**config.mk**
```make
export PLATFORM = sky130hd
export DESIGN_NAME = lhps_host_port
export DESIGN_NICKNAME = d
export VERILOG_FILES = /design/src/logic/lhps_pkg.sv /design/src/logic/lhps_serial_rx.sv /design/src/logic/lhps_host_port.sv
export SDC_FILE = /design/constraint.sdc
export NUM_CORES = 1
export LEC_CHECK = 0
export ABC_CLOCK_PERIOD_IN_PS = 1850
export BUFFER_PORTS_ARGS = -buffer_cell sky130_fd_sc_hd__buf_4
export CAP_MARGIN = 0
export CORE_UTILIZATION = 25
export CTS_CLUSTER_SIZE = 40
export DETAILED_ROUTE_END_ITERATION = 8
export PLACE_DENSITY = 0.42
export SKIP_LAST_GASP = 1
export SLEW_MARGIN = 5
export SYNTH_ARGS = -nofsm -noshare
export SYNTH_HDL_FRONTEND = slang
export SYNTH_SLANG_ARGS = --single-unit
```
**constraint.sdc**
```tcl
create_clock -name sys_clk -period 1.85 [get_ports sys_clk]
set_input_delay 0.37 -clock sys_clk [delete_from_list [all_inputs] [get_ports sys_clk]]
set_output_delay 0.37 -clock sys_clk [all_outputs]
set_load 0.01 [all_outputs]
```
**src/logic/lhps_pkg.sv**
```systemverilog
// Shared constants for the host port and multi-chip sync block
package lhps_pkg;
  localparam int BUS_W = 8;
  localparam int SER_DATA_BIT = 7;
  localparam int SER_CLK_BIT = 6;
  localparam logic [2:0] SER_LAST_BIT = 3'h7;
  localparam logic [2:0] SER_FIRST_BIT = 3'h0;
  localparam logic [7:0] BYTE_ZERO = 8'h00;
  localparam int CLK_PERIOD_NS = 100;
  localparam int RESET_MIN_NS = 5000;
  localparam int RESET_MIN_CYC_I = (RESET_MIN_NS + CLK_PERIOD_NS - 1) / CLK_PERIOD_NS;
  localparam int INIT_CNT_W = 7;
  localparam logic [INIT_CNT_W-1:0] RESET_MIN_CYC = INIT_CNT_W'(RESET_MIN_CYC_I);
  localparam logic [INIT_CNT_W-1:0] INIT_CNT_ZERO = 7'h00;
  localparam logic [INIT_CNT_W-1:0] INIT_CNT_ONE = 7'h01;
  typedef enum logic [1:0] {BUS_IDLE, BUS_WRITE, BUS_READ} lhps_bus_e;
endpackage

```
**src/logic/lhps_serial_rx.sv**
```systemverilog
// Two-wire serial byte receiver, write only
`timescale 1ns/1ps
module lhps_serial_rx
  import lhps_pkg::*;
(
  input wire logic sys_clk,
  input wire logic srst,
  input wire logic clk_en,
  input wire logic enable,
  input wire logic ser_clk,
  input wire logic ser_data,
  input wire logic dc_sel,
  output logic byte_valid,
  output logic [BUS_W-1:0] byte_data,
  output logic byte_dc
);
  logic ser_clk_prev;
  logic [2:0] bit_cnt;
  logic [BUS_W-1:0] shift;
  logic rise;

  assign rise = enable && ser_clk && !ser_clk_prev;

  always_ff @(posedge sys_clk) begin
    if (srst) begin
      ser_clk_prev <= 1'b0;
    end else if (clk_en) begin
      ser_clk_prev <= ser_clk;
    end
  end

  // Deselecting drops a partial byte so the next select starts aligned
  always_ff @(posedge sys_clk) begin
    if (srst) begin
      bit_cnt <= SER_FIRST_BIT;
      shift <= BYTE_ZERO;
      byte_valid <= 1'b0;
      byte_data <= BYTE_ZERO;
      byte_dc <= 1'b0;
    end else if (clk_en) begin
      byte_valid <= 1'b0;
      if (!enable) begin
        bit_cnt <= SER_FIRST_BIT;
      end else if (rise) begin
        shift <= {shift[BUS_W-2:0], ser_data};
        bit_cnt <= bit_cnt + 3'h1;
        if (bit_cnt == SER_LAST_BIT) begin
          byte_valid <= 1'b1;
          byte_data <= {shift[BUS_W-2:0], ser_data};
          byte_dc <= dc_sel;
        end
      end
    end
  end

  property p_ser_byte;
    @(posedge sys_clk) disable iff (srst)
      (clk_en && rise && bit_cnt == SER_LAST_BIT) |=>
        byte_valid && byte_dc == $past(dc_sel) && byte_data[0] == $past(ser_data);
  endproperty
  a_ser_byte: assert property (p_ser_byte) else $error("serial byte not completed");

  cover property (@(posedge sys_clk) disable iff (srst) byte_valid);
endmodule

```
**src/logic/lhps_host_port.sv**
```systemverilog
// Host bus port, serial input and master/slave sync lines
`timescale 1ns/1ps
module lhps_host_port
  import lhps_pkg::*;
(
  input wire logic sys_clk,
  input wire logic srst,
  input wire logic clk_en,
  input wire logic chip_init_n,
  input wire logic parallel_sel,
  input wire logic bus_style_sel,
  input wire logic master_sel,
  input wire logic internal_osc_on,
  input wire logic select_low_n,
  input wire logic select_high,
  input wire logic dc_sel,
  input wire logic rw_wr_n,
  input wire logic en_rd_n,
  input wire logic [BUS_W-1:0] host_bus_in,
  output logic [BUS_W-1:0] host_bus_out,
  output logic host_bus_oe,
  input wire logic [BUS_W-1:0] rd_data,
  input wire logic [BUS_W-1:0] status_data,
  output logic rd_req,
  output logic rd_is_data,
  output logic data_wr_valid,
  output logic cmd_wr_valid,
  output logic [BUS_W-1:0] wr_byte,
  output logic init_busy,
  output logic init_done,
  output logic init_short,
  input wire logic osc_tick,
  input wire logic frame_int,
  input wire logic blanking_int,
  input wire logic indicator_int,
  input wire logic display_tick_in,
  output logic display_tick_out,
  output logic display_tick_oe,
  input wire logic frame_toggle_in,
  output logic frame_toggle_out,
  output logic frame_toggle_oe,
  input wire logic blanking_link_in,
  output logic blanking_link_out,
  output logic blanking_link_oe,
  output logic indicator_out,
  output logic indicator_oe,
  output logic display_tick,
  output logic frame_seen,
  output logic blanking_seen
);
  lhps_bus_e bus_state;
  logic wr_prev;
  logic rd_prev;
  logic init_prev;
  logic [INIT_CNT_W-1:0] init_cnt;
  logic sel_ok;
  logic port_ok;
  logic style_68;
  logic start_wr;
  logic start_rd;
  logic end_wr;
  logic end_rd;
  logic ser_valid;
  logic [BUS_W-1:0] ser_byte;
  logic ser_dc;
  logic wr_from_ser;

  function automatic logic rose(input logic prev, input logic cur);
    return !prev && cur;
  endfunction

  function automatic logic fell(input logic prev, input logic cur);
    return prev && !cur;
  endfunction

  assign sel_ok = !select_low_n && select_high;
  assign port_ok = sel_ok && !init_busy && chip_init_n;
  assign style_68 = bus_style_sel;

  // Strobe decode; the 6800 direction is sampled at the enable edge
  always_comb begin
    start_wr = 1'b0;
    start_rd = 1'b0;
    end_wr = 1'b0;
    end_rd = 1'b0;
    if (parallel_sel && port_ok && bus_state == BUS_IDLE) begin
      if (style_68) begin
        start_wr = rose(rd_prev, en_rd_n) && !rw_wr_n;
        start_rd = rose(rd_prev, en_rd_n) && rw_wr_n;
      end else begin
        start_wr = fell(wr_prev, rw_wr_n);
        start_rd = fell(rd_prev, en_rd_n) && !start_wr;
      end
    end
    if (bus_state == BUS_WRITE && sel_ok) begin
      end_wr = style_68 ? fell(rd_prev, en_rd_n) : rose(wr_prev, rw_wr_n);
    end
    if (bus_state == BUS_READ) begin
      end_rd = !sel_ok || (style_68 ? fell(rd_prev, en_rd_n) : rose(rd_prev, en_rd_n));
    end
  end

  always_ff @(posedge sys_clk) begin
    if (srst) begin
      wr_prev <= 1'b1;
      rd_prev <= 1'b1;
      init_prev <= 1'b1;
    end else if (clk_en) begin
      wr_prev <= rw_wr_n;
      rd_prev <= en_rd_n;
      init_prev <= chip_init_n;
    end
  end

  // Init: low level holds the port idle, width checked on release
  always_ff @(posedge sys_clk) begin
    if (srst) begin
      init_busy <= 1'b0;
      init_done <= 1'b0;
      init_short <= 1'b0;
      init_cnt <= INIT_CNT_ZERO;
    end else if (clk_en) begin
      init_done <= 1'b0;
      if (!chip_init_n) begin
        init_busy <= 1'b1;
        if (init_prev) begin
          init_cnt <= INIT_CNT_ONE;
          init_short <= 1'b0;
        end else if (init_cnt != RESET_MIN_CYC) begin
          init_cnt <= init_cnt + INIT_CNT_ONE;
        end
      end else if (init_busy) begin
        init_busy <= 1'b0;
        init_done <= 1'b1;
        init_short <= (init_cnt != RESET_MIN_CYC);
      end
    end
  end

  always_ff @(posedge sys_clk) begin
    if (srst) begin
      bus_state <= BUS_IDLE;
    end else if (clk_en) begin
      case (bus_state)
        BUS_IDLE: begin
          if (start_wr) begin
            bus_state <= BUS_WRITE;
          end else if (start_rd) begin
            bus_state <= BUS_READ;
          end
        end
        BUS_WRITE: begin
          if (end_wr || !sel_ok || !parallel_sel || init_busy) begin
            bus_state <= BUS_IDLE;
          end
        end
        BUS_READ: begin
          if (end_rd || !parallel_sel || init_busy) begin
            bus_state <= BUS_IDLE;
          end
        end
        default: begin
          bus_state <= BUS_IDLE;
        end
      endcase
    end
  end

  // Read data is fixed at the start edge; host samples it later in the strobe
  always_ff @(posedge sys_clk) begin
    if (srst) begin
      host_bus_out <= BYTE_ZERO;
      host_bus_oe <= 1'b0;
      rd_req <= 1'b0;
      rd_is_data <= 1'b0;
    end else if (clk_en) begin
      rd_req <= start_rd;
      if (start_rd) begin
        rd_is_data <= dc_sel;
        host_bus_out <= dc_sel ? rd_data : status_data;
        host_bus_oe <= 1'b1;
      end else if (bus_state != BUS_READ || end_rd || !parallel_sel || init_busy) begin
        host_bus_oe <= 1'b0;
      end
    end
  end

  lhps_serial_rx u_serial (
    .sys_clk(sys_clk),
    .srst(srst),
    .clk_en(clk_en),
    .enable(!parallel_sel && port_ok),
    .ser_clk(host_bus_in[SER_CLK_BIT]),
    .ser_data(host_bus_in[SER_DATA_BIT]),
    .dc_sel(dc_sel),
    .byte_valid(ser_valid),
    .byte_data(ser_byte),
    .byte_dc(ser_dc)
  );

  always_ff @(posedge sys_clk) begin
    if (srst) begin
      data_wr_valid <= 1'b0;
      cmd_wr_valid <= 1'b0;
      wr_byte <= BYTE_ZERO;
      wr_from_ser <= 1'b0;
    end else if (clk_en) begin
      data_wr_valid <= 1'b0;
      cmd_wr_valid <= 1'b0;
      wr_from_ser <= 1'b0;
      if (end_wr && parallel_sel && port_ok) begin
        wr_byte <= host_bus_in;
        data_wr_valid <= dc_sel;
        cmd_wr_valid <= !dc_sel;
      end else if (ser_valid && !parallel_sel && chip_init_n && !init_busy) begin
        wr_byte <= ser_byte;
        data_wr_valid <= ser_dc;
        cmd_wr_valid <= !ser_dc;
        wr_from_ser <= 1'b1;
      end
    end
  end

  // Sync lines: frame and blanking pins either drive or are followed, never both; the indicator pin only drives
  always_ff @(posedge sys_clk) begin
    if (srst) begin
      indicator_out <= 1'b0;
      indicator_oe <= 1'b0;
      frame_toggle_out <= 1'b0;
      frame_toggle_oe <= 1'b0;
      blanking_link_out <= 1'b0;
      blanking_link_oe <= 1'b0;
      frame_seen <= 1'b0;
      blanking_seen <= 1'b0;
    end else if (clk_en) begin
      indicator_out <= master_sel && indicator_int;
      indicator_oe <= master_sel;
      frame_toggle_out <= master_sel && frame_int;
      frame_toggle_oe <= master_sel;
      frame_seen <= master_sel ? frame_int : frame_toggle_in;
      blanking_link_out <= master_sel && blanking_int;
      blanking_link_oe <= master_sel;
      blanking_seen <= master_sel ? blanking_int : blanking_link_in;
    end
  end

  always_ff @(posedge sys_clk) begin
    if (srst) begin
      display_tick_out <= 1'b0;
      display_tick_oe <= 1'b0;
      display_tick <= 1'b0;
    end else if (clk_en) begin
      display_tick_oe <= master_sel && internal_osc_on;
      display_tick_out <= master_sel && internal_osc_on && osc_tick;
      display_tick <= internal_osc_on ? (master_sel ? osc_tick : display_tick_in)
                                      : display_tick_in;
    end
  end

  property p_ind_master;
    @(posedge sys_clk) disable iff (srst)
      (clk_en && master_sel) |=> indicator_oe && indicator_out == $past(indicator_int);
  endproperty
  a_ind_master: assert property (p_ind_master) else $error("indicator not driven");

  property p_ind_slave;
    @(posedge sys_clk) disable iff (srst)
      (clk_en && !master_sel) |=> !indicator_oe;
  endproperty
  a_ind_slave: assert property (p_ind_slave) else $error("indicator driven as slave");

  property p_frame;
    @(posedge sys_clk) disable iff (srst)
      clk_en |=> frame_toggle_oe == $past(master_sel) &&
        frame_seen == ($past(master_sel) ? $past(frame_int) : $past(frame_toggle_in));
  endproperty
  a_frame: assert property (p_frame) else $error("frame toggle direction wrong");

  property p_tick_out;
    @(posedge sys_clk) disable iff (srst)
      (clk_en && master_sel && internal_osc_on) |=>
        display_tick_oe && display_tick_out == $past(osc_tick);
  endproperty
  a_tick_out: assert property (p_tick_out) else $error("display tick not sourced");

  property p_tick_in;
    @(posedge sys_clk) disable iff (srst)
      (clk_en && !(master_sel && internal_osc_on)) |=>
        !display_tick_oe && display_tick == $past(display_tick_in);
  endproperty
  a_tick_in: assert property (p_tick_in) else $error("display tick not taken in");

  property p_blank;
    @(posedge sys_clk) disable iff (srst)
      (clk_en && !master_sel) |=> !blanking_link_oe && blanking_seen == $past(blanking_link_in);
  endproperty
  a_blank: assert property (p_blank) else $error("blanking not followed");

  property p_select;
    @(posedge sys_clk) disable iff (srst)
      ((data_wr_valid || cmd_wr_valid) && !wr_from_ser) |-> $past(sel_ok);
  endproperty
  a_select: assert property (p_select) else $error("write taken while deselected");

  property p_init;
    @(posedge sys_clk) disable iff (srst)
      (clk_en && !chip_init_n) |=> init_busy ##0 (!rd_req && !data_wr_valid);
  endproperty
  a_init: assert property (p_init) else $error("init not started");

  property p_dc;
    @(posedge sys_clk) disable iff (srst)
      (clk_en && end_wr && parallel_sel && !init_busy && chip_init_n) |=>
        data_wr_valid == $past(dc_sel) && cmd_wr_valid == !$past(dc_sel) &&
        wr_byte == $past(host_bus_in);
  endproperty
  a_dc: assert property (p_dc) else $error("write routed wrong");

  property p_68_read;
    @(posedge sys_clk) disable iff (srst)
      (clk_en && style_68 && start_rd) |=> rd_req && host_bus_oe && $past(rw_wr_n);
  endproperty
  a_68_read: assert property (p_68_read) else $error("6800 read not started");

  property p_80_write;
    @(posedge sys_clk) disable iff (srst)
      (clk_en && !style_68 && parallel_sel && port_ok && bus_state == BUS_IDLE &&
       fell(wr_prev, rw_wr_n)) |=> bus_state == BUS_WRITE;
  endproperty
  a_80_write: assert property (p_80_write) else $error("8080 write not started");

  property p_80_read;
    @(posedge sys_clk) disable iff (srst)
      (clk_en && !style_68 && start_rd) |=> rd_req ##0 host_bus_oe;
  endproperty
  a_80_read: assert property (p_80_read) else $error("8080 read not started");

  property p_hiz;
    @(posedge sys_clk) disable iff (srst)
      host_bus_oe |-> $past(parallel_sel) && $past(sel_ok) && bus_state == BUS_READ;
  endproperty
  a_hiz: assert property (p_hiz) else $error("bus driven outside read");

  cover property (@(posedge sys_clk) disable iff (srst)
    !style_68 && data_wr_valid && !wr_from_ser);
  cover property (@(posedge sys_clk) disable iff (srst) style_68 && rd_req);
  cover property (@(posedge sys_clk) disable iff (srst) cmd_wr_valid && wr_from_ser);
  cover property (@(posedge sys_clk) disable iff (srst) init_done && !init_short);
endmodule

```
# ---- Word level (Yosys, flattened, before mapping)
# Cells that the tools add are included.
dict set report classes {
  add_sub_neg 2
  eq_ne 10
  muxes 39
  bitwise_logic 1
  reduce_logical 61
}
# operator count
set op_table {}
lappend op_table {{two-way mux 1 bit} 27}
lappend op_table {{logical AND 1 bit} 26}
lappend op_table {{two-way mux 8 bit} 3}
lappend op_table {{two-way mux 7 bit} 2}
lappend op_table {{logical NOT 1 bit} 12}
lappend op_table {{logical OR 1 bit} 9}
lappend op_table {{AND reduction 3 bit} 3}
lappend op_table {{two-way mux 2 bit} 4}
lappend op_table {{AND reduction 2 bit} 4}
lappend op_table {{AND reduction 4 bit} 2}
lappend op_table {{nonzero test 2 bit} 4}
lappend op_table {{adder 7 x 1 -> 7 bit (second input constant)} 1}
lappend op_table {{!= test 7 x 6 -> 1 bit (second input constant)} 1}
lappend op_table {{two-way mux 3 bit} 2}
lappend op_table {{!= test 2 x 1 -> 1 bit (second input constant)} 3}
lappend op_table {{case mux 2 bit (3 select lines)} 1}
lappend op_table {{!= test 2 bit (second input constant)} 2}
lappend op_table {{adder 3 x 1 -> 3 bit (second input constant)} 1}
lappend op_table {{== test 3 bit (second input constant)} 1}
lappend op_table {{!= test 3 bit (second input constant)} 1}
lappend op_table {{== test 2 x 1 -> 1 bit (second input constant)} 1}
lappend op_table {{== test 2 bit (second input constant)} 1}
lappend op_table {{logical NOT 2 bit} 1}
lappend op_table {{NOT 1 bit} 1}
dict set report word_totals {
  regBits 66
  input_bits 44
  output_inout_bits 35
  word_cells 143
}

# ---- Logic depth before layout (Yosys ltp)
# Gate-level depths: netlist (run 1).
dict set report depth {
  word_depth 10
  mapped_depth 8
  depth_no_buf 6
}

# ---- Modules after synthesis
# Synthesis (run 1) repeated with hierarchy kept, for this count alone.
dict set report unflattened {
  hier_cells 354
  hier_area_um2 3135.5
}
# mod n_inst cells_per_inst area_per_inst_um2 seq_area_each_um2
set modules_own_cells {}
lappend modules_own_cells {lhps_host_port 1 259 2326.0 900.9}
lappend modules_own_cells {lhps_serial_rx 1 95 809.5 420.4}

# ---- Worst setup path before layout (run 1)
# Ideal clock, no wire load.
dict set report synth_timing {
  path_type {register to register}
  from {register u_serial.bit_cnt[0]}
  to {register u_serial.byte_data[0]}
  setup_time_ns 0.134
  arrival_time_ns 1.698
  required_ns 1.716
  setup_slack_ns 0.019
  path_stages_with_launch 9
  path_buffers 2
  synth_period_minus_slack_ns 1.831
  cell_sequence {dfxtp_1 -> ha_1 -> ha_1 -> clkbuf_1 -> inv_1 -> or4_4 -> buf_6 -> nand2_1 -> a21oi_1}
}
dict set report synth_via {
  elab_chain_len 2
}
# item line_no
set synth_rtl {}
lappend synth_rtl {{from (decl)} lhps_serial_rx.sv:18} ;# logic [2:0] bit_cnt;
lappend synth_rtl {{from (signal assigned)} lhps_serial_rx.sv:46} ;# bit_cnt <= bit_cnt + 3'h1;
lappend synth_rtl {{== test 3 bit} lhps_serial_rx.sv:47} ;# if (bit_cnt == SER_LAST_BIT) begin
lappend synth_rtl {{AND reduction 4 bit (no source line)} -}
lappend synth_rtl {{to (signal assigned)} lhps_serial_rx.sv:49} ;# byte_data <= {shift[BUS_W-2:0], ser_data};
lappend synth_rtl {{to (decl)} lhps_serial_rx.sv:14} ;# output logic [BUS_W-1:0] byte_data,
# Every way passes these cells.
# A chain may end at the register's enable or synchronous reset.

# ---- Worst setup path in the final report (run 1)
dict set report layout_timing {
  from {register init_cnt[1]}
  to {register init_cnt[2]}
}
dict set report layout_via {
  elab_chain_len 3
  elab_cells_between_ends 6
  classes_between {add/sub: 1; eq/ne: 1; mux: 2; reduce/logical: 2}
}
# item line_no
set layout_rtl {}
lappend layout_rtl {{from (decl)} lhps_host_port.sv:55} ;# logic [INIT_CNT_W-1:0] init_cnt;
lappend layout_rtl {{from (signal assigned)} lhps_host_port.sv:130} ;# init_cnt <= init_cnt + INIT_CNT_ONE;
lappend layout_rtl {{adder 7 x 1 -> 7 bit or != test 7 x 6 -> 1 bit (tied branches)} {lhps_host_port.sv:130, lhps_host_port.sv:129}}
lappend layout_rtl {{two-way mux 7 bit or nonzero test 2 bit (tied branches)} -}
lappend layout_rtl {{two-way mux 7 bit or AND reduction 3 bit (tied branches)} -}
# Several ways; a longest one is shown, not always the timed one. The select of a mux whose other input is x is not followed.

==> flow_summary.ini, run 1 <==
[outcome]
status = completed

[place]
dp_hpwl_um = 6000
place_ws_ps = -84.6
placed_area_mm2 = 0.00394
numPortBuffers = 78
place_congestion = 0.718

[yosys]
yosysSeqAreaShare = 0.420
yosysTopAreaCellShare = 0.420
postSynthNetCount = 401
netlist_top_cells_area = dfxtp_1 (42%), mux2i_1 (7.0%), a211oi_1 (4.5%), a21oi_1 (3.7%), mux2_2 (3.2%)
synth_edf_count = 0
yosys.area.top_type = dfxtp_1
ys_warn_count = 0
avgSynthCellArea_um2 = 8.90
synth_seq_cells = 66
syn_inst = 353
syn_area_mm2 = 0.00314
synthTopCellsByCount = dfxtp_1 (66), nand2_1 (25), a21oi_1 (23), nor2_1 (23), mux2i_1 (22)
synth.most_common_cell = dfxtp_1
async_flop_share = 0
yosys_most_used_dff = dfxtp_1
synthDistinctLibCells = 51

[clock_tree]
cts_tree = done
clkTransAtPathRegs_ps = 60
postCtsHoldBufs = 0
clockBufferDepth = 2
cts_buffers = 9
post_cts_buffers = 0
clk_latency_ps = 330
cts_num_sinks = 66
htree_levels = 3
ctsRootBufferMaster = clkbuf_16
cts_resized = 0

[drt]
wire_per_inst_um = 14.3
drt-total-wl_um = 8570
dr.pass1.iters = 4
route.vias.total = 2803
drcViolationCount = 0
vias_per_cell = 4.66
antenna_left = 0
first_iter_violations = 109

[sta]
setup_violations = 0
slew-limit-headroom = 0.715
whs_ps = 284
period_needed_ps = 1730
rsz0062_at_grt = false
hold_violations = 0
slew_viol_final = 0
setup_ws_ps = 117
max_freq_mhz = 577
tightest_slew_ps = 423
finalClockSkew_ps = 5.53
period_share = 0.937

[critical_path]
worstSetupStartpoint = init_cnt[1]
setup.worst_path.class = reg2reg
worst_ep_required_time_ps = 2050
arrival_ps = 1930
end_kind = flop
critPathLaunchType = flop
r2r_start = init_cnt[1]
cp_max_fo = 4

[power_and_ir_drop]
leakagePower_nw = 1.68
ir_drop_v = 0.000502
p_per_area_mw_per_mm2 = 857
power_mw = 3.66

[die]
ioPinCount = 79
die_w_um = 114
dieArea_mm2 = 0.0130
die_y_um = 114
core_mm2 = 0.0121
rows = 40
start_util = 0.260

[grt]
antenna_found_initial = 0
grt_pass1_wl_um = 13700
globalRouteOverflowTotal = 0
grt_max_degree = 40
grt_pass1_vias = 2712
track_usage = 0.135

[final_layout]
antenna_cells = 0
area_growth_pct = 35.9
drive_above_1_share = 0.293
final_cell_area_mm2 = 0.00427
post-route-util = 0.353
final_nets = 476

[flow_run]
cap_violations = 0

[min_path]
min_path_type = in2reg
hold_path_startpoint = en_rd_n
==> final timing paths <==
check,to,slack (ps),cells after the start
worst min register to register,u_serial.byte_data[6],450,2
worst min-delay path,rd_prev,280,2
worst max-delay path,init_cnt[2],120,5
worst max register to register,init_cnt[2],120,5
==> through the flow <==
step,setup TNS [ps],instances
floorplan,0,353
global placement,-252,585
detailed placement,-498,585
CTS,0,601
global route,0,601
finish,0,601
==> per-layer routing <==
layer | track usage | part of all wire | vias up
met4 | 0.0494 | 0.012 | 0
met1 | 0.170 | 0.47 | 1311
met3 | 0.0344 | 0.045 | 9
met5 | 0 | 0 | -
li1 | - | - | 1435
met2 | 0.223 | 0.48 | 48
==> final cells by class <==
type                    instances  area, um^2
clock inverters                 6        90.1
multi-input cells             250        1650
repair buffers                 93         736
fillers                      1286        7840
well taps                     168         210
clock buffers                  10         239
inverters                       8        30.0
flip-flops and latches         66        1320
==> flip-flops by register name, indices dropped and copies added (netlist names), 2 cells and up <==
signal              flops
u_serial.bit_cnt        3
wr_byte                 8
bus_state               2
u_serial.shift          7
host_bus_out            8
init_cnt                7
u_serial.byte_data      8
==> power by group <==
group / internal, mW / switching [mW]
combinational: 0.161 / 0.164
sequential: 1.45 / 0.0174
clock: 1.22 / 0.654
total: 2.83 / 0.836
==> layout by cell type (no fill, tap or decap), types with 3 or more instances in the layout <==
master | synthesis | final
nor2b_1 | 15 | 15
nand2b_1 | 6 | 6
mux2i_1 | 22 | 22
buf_4 | 5 | 90
nand3_1 | 16 | 16
nor4_1 | 8 | 8
nand3b_1 | 3 | 3
nor3b_1 | 5 | 5
a31oi_1 | 10 | 10
ha_1 | 4 | 4
nor3_1 | 16 | 15
mux2_2 | 9 | 9
buf_12 | 0 | 3
clkbuf_16 | 0 | 9
o21ai_0 | 6 | 6
a21oi_1 | 23 | 23
nand2_1 | 25 | 25
dfxtp_1 | 66 | 66
a211oi_1 | 19 | 19
nor2_1 | 23 | 23
inv_1 | 8 | 8
==> worst max-delay path, cell delays in order, from the launching register on <==
cell and delay [ps]:
dfxtp_1 370, ha_1 170, or4b_1 490, or2_1 270, a31oi_1 200, o32ai_1 110
==> cell families (layout without fill, tap and decap cells) <==
family | after synthesis | in the layout | share of synthesized area
AND/OR/NAND/NOR | 132 | 132 | 0.223
AO/OA/AOI/OAI | 80 | 80 | 0.170
flip-flops | 66 | 66 | 0.420
buffers and inverters | 37 | 117 | 0.0589
multiplexers | 32 | 32 | 0.106
adder cells (fa/ha/maj) | 4 | 4 | 0.0159
XOR/XNOR | 2 | 2 | 0.00557
No activity file was read; power rests on OpenSTA's default activity.
==> run 2: changes to the inputs <==
==> constraint.sdc (replaced) <==
create_clock -name sys_clk -period 1.85 [get_ports sys_clk]
set_input_delay 0.37 -clock sys_clk [delete_from_list [all_inputs] [get_ports sys_clk]]
set_output_delay 0.37 -clock sys_clk [all_outputs]
set_load 0.05 [all_outputs]
==> run 2 against run 1 <==
Fmax is 2.7% higher; via count is 0.57% lower; wire length is 1.1% lower; combinational power is 17% higher; power is 8.5% lower; cell area is 1.9% lower; sequential share of layout area is 0.66 points higher; largest cell class unchanged; largest power group unchanged.
==> flow_summary.ini, run 2 (synthesis results as in run 1) <==
[outcome]
status = completed

[clock_tree]
htree_levels = 3
clockBufferDepth = 2
cts_num_sinks = 66
clk_latency_ps = 320
ctsRootBufferMaster = clkbuf_16
cts_buffers = 9
postCtsHoldBufs = 0
clkTransAtPathRegs_ps = 50
cts_tree = done

[sta]
period_needed_ps = 1690
slew-limit-headroom = 0.687
max_freq_mhz = 593
period_share = 0.912
hold_violations = 0
finalClockSkew_ps = 7.22
setup_violations = 0
rsz0062_at_grt = false
slew_viol_final = 0
tightest_slew_ps = 470

[die]
start_util = 0.260
rows = 40
dieArea_mm2 = 0.0130
die_y_um = 114
ioPinCount = 79
core_mm2 = 0.0121
die_w_um = 114

[power_and_ir_drop]
ir_drop_v = 0.000449
power.switching_uw = 841
p_int_mw = 2.51
leakagePower_nw = 1.64
p_comb_frac = 0.114
p_per_area_mw_per_mm2 = 799
power_frac_seq = 0.437
pwr-share-clk = 0.449
p_sw_frac = 0.251

[final_layout]
final_nets = 476
final_common_cell = buf_4
drive_above_1_share = 0.296
final_cell_mix = buf_4 (92), dfxtp_1 (64), nand2_1 (25)
area_growth_pct = 33.4
final_cell_area_mm2 = 0.00419
post-route-util = 0.346
antenna_cells = 0
reg_top3 = host_bus_out x8, u_serial.byte_data x8, wr_byte x8

[drt]
wire_per_inst_um = 14.1
route.vias.total = 2787
antenna_left = 0
dr.pass1.iters = 4
drcViolationCount = 0
first_iter_violations = 88
drt-total-wl_um = 8480
vias_per_cell = 4.64

[critical_path]
setup.worst_path.class = reg2reg
critPathLaunchType = flop
end_kind = flop
cp_max_fo = 4
worst_ep_required_time_ps = 2070
worstSetupStartpoint = init_cnt[1]
reg2reg_to = init_cnt[1]
arrival_ps = 1910
reg2reg_slack_ps = 160
r2r_start = init_cnt[1]
crit_end = init_cnt[1]
r2r_cells = 5

[place]
place_congestion = 0.727
dp_hpwl_um = 5970
placed_area_mm2 = 0.00392
numPortBuffers = 78

[grt]
track_usage = 0.135
grt_pass1_vias = 2679
grt_pass1_wl_um = 13700
globalRouteOverflowTotal = 0
antenna_found_initial = 0
grt_max_degree = 42

[min_path]
min_path_type = in2reg

[flow_run]
cap_violations = 0
[run 2: changes by cell type in the layout (fill, tap and decap cells not counted), sizes merged]
| cell | delta |
|---|---|
| clkbuf | +1 |
| bufinv | -2 |
| clkinv | +1 |
[run 2: worst min-delay path by stage]
stage	from	end	slack (ps)	depth (start not counted)
2_1_floorplan	u_serial.byte_data[0]	u_serial.byte_data[0]	440	2
3_3_place_gp	u_serial.byte_data[6]	u_serial.byte_data[6]	440	2
3_5_place_dp	u_serial.byte_data[6]	u_serial.byte_data[6]	450	2
5_1_grt	en_rd_n	rd_prev	290	2
4_1_cts	en_rd_n	rd_prev	280	2
6_report	en_rd_n	rd_prev	290	2
[run 2: power by group through the flow]
stage	Clock, mW	Sequential [mW]	Combinational [mW]
final	1.50	1.46	0.381
after global routing	1.62	1.47	0.414
after CTS	1.57	1.46	0.384
after detailed placement	0	1.49	0.383
after global placement	0	1.49	0.381
after floorplan	0	1.55	0.174
[run 2: area by class of cell]
type                            count  area (um^2)
Fill cell                        1296         7920
Clock inverter                      5         31.3
Sequential cell                    66         1320
Clock buffer                       11          233
Tap cell                          168          210
Timing Repair Buffer               93          711
Multi-Input combinational cell    250         1650
Inverter                            8         30.0
[run 2: routing by layer]
| layer | vias to the layer above | global-route usage | part of all wire |
|---|---|---|---|
| met2 | 66 | 0.209 | 0.47 |
| met3 | 8 | 0.0381 | 0.050 |
| met5 | - | 0 | 0 |
| li1 | 1423 | - | - |
| met4 | 0 | 0.0537 | 0.013 |
| met1 | 1290 | 0.176 | 0.47 |
[run 2: worst max-delay path, cell delays in order (launching register included)]
cell     delay, ps
dfxtp_2        360
ha_1           170
or4b_1         490
or2_1          270
o22a_1         200
o32ai_1         90
[run 2: stage by stage]
stage | total power [mW] | hold WS (ps) | TNS (ps) | instances | worst slack (ps)
after floorplan | 1.72 | 436 | 0 | 353 | 7.37
after global placement | 1.88 | 444 | -421 | 585 | -60.0
after detailed placement | 1.88 | 449 | -654 | 585 | -130
after CTS | 3.42 | 276 | 0 | 601 | 40.9
after global routing | 3.50 | 288 | 0 | 601 | 47.9
final | 3.35 | 286 | 0 | 601 | 163
[run 2: repair_timing]
action | in CTS | in global routing
buffers inserted | 0 | 0
hold endpoints to repair | 0 | 0
endpoints found under the setup margin | 0 | 4
gates resized for setup | 0 | 3
==> run 3: changes to the inputs <==
--- a/config.mk
+++ b/config.mk
@@ -11,7 +11,6 @@
 export CORE_UTILIZATION = 25
 export CTS_CLUSTER_SIZE = 40
 export DETAILED_ROUTE_END_ITERATION = 8
-export PLACE_DENSITY = 0.42
 export SKIP_LAST_GASP = 1
 export SLEW_MARGIN = 5
 export SYNTH_ARGS = -nofsm -noshare
==> run 3 against run 2 <==
Clock-buffer cell count down 2; clock skew up 1.4 ps; fmax down 2.6%; hold slack better by 3.0 ps; via count up 3.4%; wire length down 4.5%; combinational power about the same.
==> flow_summary.ini, run 3 (synthesis results as in run 1) <==
[sta]
slew-limit-headroom = 0.720
slew_viol_final = 0
hold_violations = 0
finalClockSkew_ps = 8.64
period_needed_ps = 1730
setup_ws_ps = 118
rsz0062_at_grt = false
setup_violations = 0
max_freq_mhz = 577
timing.setup.tns_ps = 0
tightest_slew_ps = 420
period_share = 0.936

[drt]
first_iter_violations = 126
antenna_left = 0
route.vias.total = 2883
wire_per_inst_um = 13.5
vias_per_cell = 4.80
drcViolationCount = 0
dr.pass1.iters = 4
drt-total-wl_um = 8100

[final_layout]
fillers = 1275
area_growth_pct = 34.3
final_cell_mix = buf_4 (92), dfxtp_1 (65), nand2_1 (25)
final_nets = 476
final_common_cell = buf_4
reg_top3 = host_bus_out x8, u_serial.byte_data x8, wr_byte x8
final_cell_area_mm2 = 0.00422
antenna_cells = 0
drive_above_1_share = 0.296
final_cells = 601

[critical_path]
critPathLaunchType = flop
cp_max_fo = 5
reg2reg_slack_ps = 120
setup.worst_path.class = reg2reg
cp_cell_sequence = inv_1 -> ha_1 -> or4b_1 -> or2_1 -> a31oi_1 -> o32ai_1
r2r_start = init_cnt[0]
end_kind = flop
arrival_ps = 1930
cp.buffers_inverters = 1
r2r_cells = 6
reg2reg_to = init_cnt[2]
cp_top_family = simple AND/OR/NAND/NOR gates
cp_slowest_cell = or4b_1
worst_ep_required_time_ps = 2050
cpPeakStageDelay_ps = 480

[clock_tree]
post_cts_buffers = 0
cts_tree = done
postCtsHoldBufs = 0
clk_latency_ps = 330
htree_levels = 3
ctsRootBufferMaster = clkbuf_16
cts_num_sinks = 66
cts_buffers = 9
clockBufferDepth = 2
clkTransAtPathRegs_ps = 60

[die]
core_mm2 = 0.0121
die_w_um = 114
dieArea_mm2 = 0.0130
die_y_um = 114
start_util = 0.260
ioPinCount = 79
rows = 40

[power_and_ir_drop]
power_mw = 3.55
p_per_area_mw_per_mm2 = 841
ir_drop_v = 0.000370
leakagePower_nw = 1.65

[grt]
track_usage = 0.127
grt_max_degree = 39
grt_pass1_wl_um = 13100
antenna_found_initial = 0
grt_pass1_vias = 2666
globalRouteOverflowTotal = 0

[min_path]
min_path_type = in2reg
hold_path_startpoint = en_rd_n
hold_path_depth = 2
hold_end = rd_prev

[place]
dp_hpwl_um = 5850
place_congestion = 0.809
numPortBuffers = 78
placed_area_mm2 = 0.00392
dpl.cell_count = 585
place_ws_ps = -58.9

[flow_run]
cap_violations = 0

[outcome]
status = completed
[run 3: what timing repair did]
item / CTS / global route
gates resized for setup: 0 / 1
endpoints found under the setup margin: 0 / 3
hold endpoints to repair: 0 / 0
[run 3: power breakdown]
group / total (mW) / internal [mW] / switching [mW]
Clock: 1.71 / 1.05 / 0.654
Combinational: 0.378 / 0.162 / 0.216
Sequential: 1.47 / 1.45 / 0.0205
[run 3: cell type report]
cell class              count  area, um^2  share of cell area
flip-flops and latches     66        1320               0.313
clock inverters             7        76.3              0.0181
clock buffers               9         225              0.0533
inverters                   8        30.0             0.00711
repair buffers             93         711               0.168
multi-input cells         250        1650               0.390
well taps                 168         210              0.0498
[run 3: how the worst max path moves through the flow]
stage,start,to,slack [ps],depth (start not counted)
2_1_floorplan,init_busy,u_serial.byte_data[0],7,6
3_3_place_gp,chip_init_n,host_bus_out[3],9,5
3_5_place_dp,chip_init_n,host_bus_out[2],-60,5
4_1_cts,init_busy,host_bus_out[2],70,4
5_1_grt,init_cnt[0],init_cnt[0],10,6
6_report,init_cnt[0],init_cnt[2],120,6
[run 3: per-layer routing]
metal,wire length [um],share of wire,track usage,vias to the layer above
met4,57,0.0070,0.0355,0
met1,3630,0.45,0.162,1361
met5,0,0,0,-
met2,3930,0.49,0.206,81
li1,-,-,-,1435
met3,476,0.059,0.0392,6
[run 3: through the flow]
step,utilization,hold WS [ps]
floorplan,-,436
global placement,0.323,444
detailed placement,0.323,449
CTS,0.348,279
global route,0.349,288
finish,0.349,289
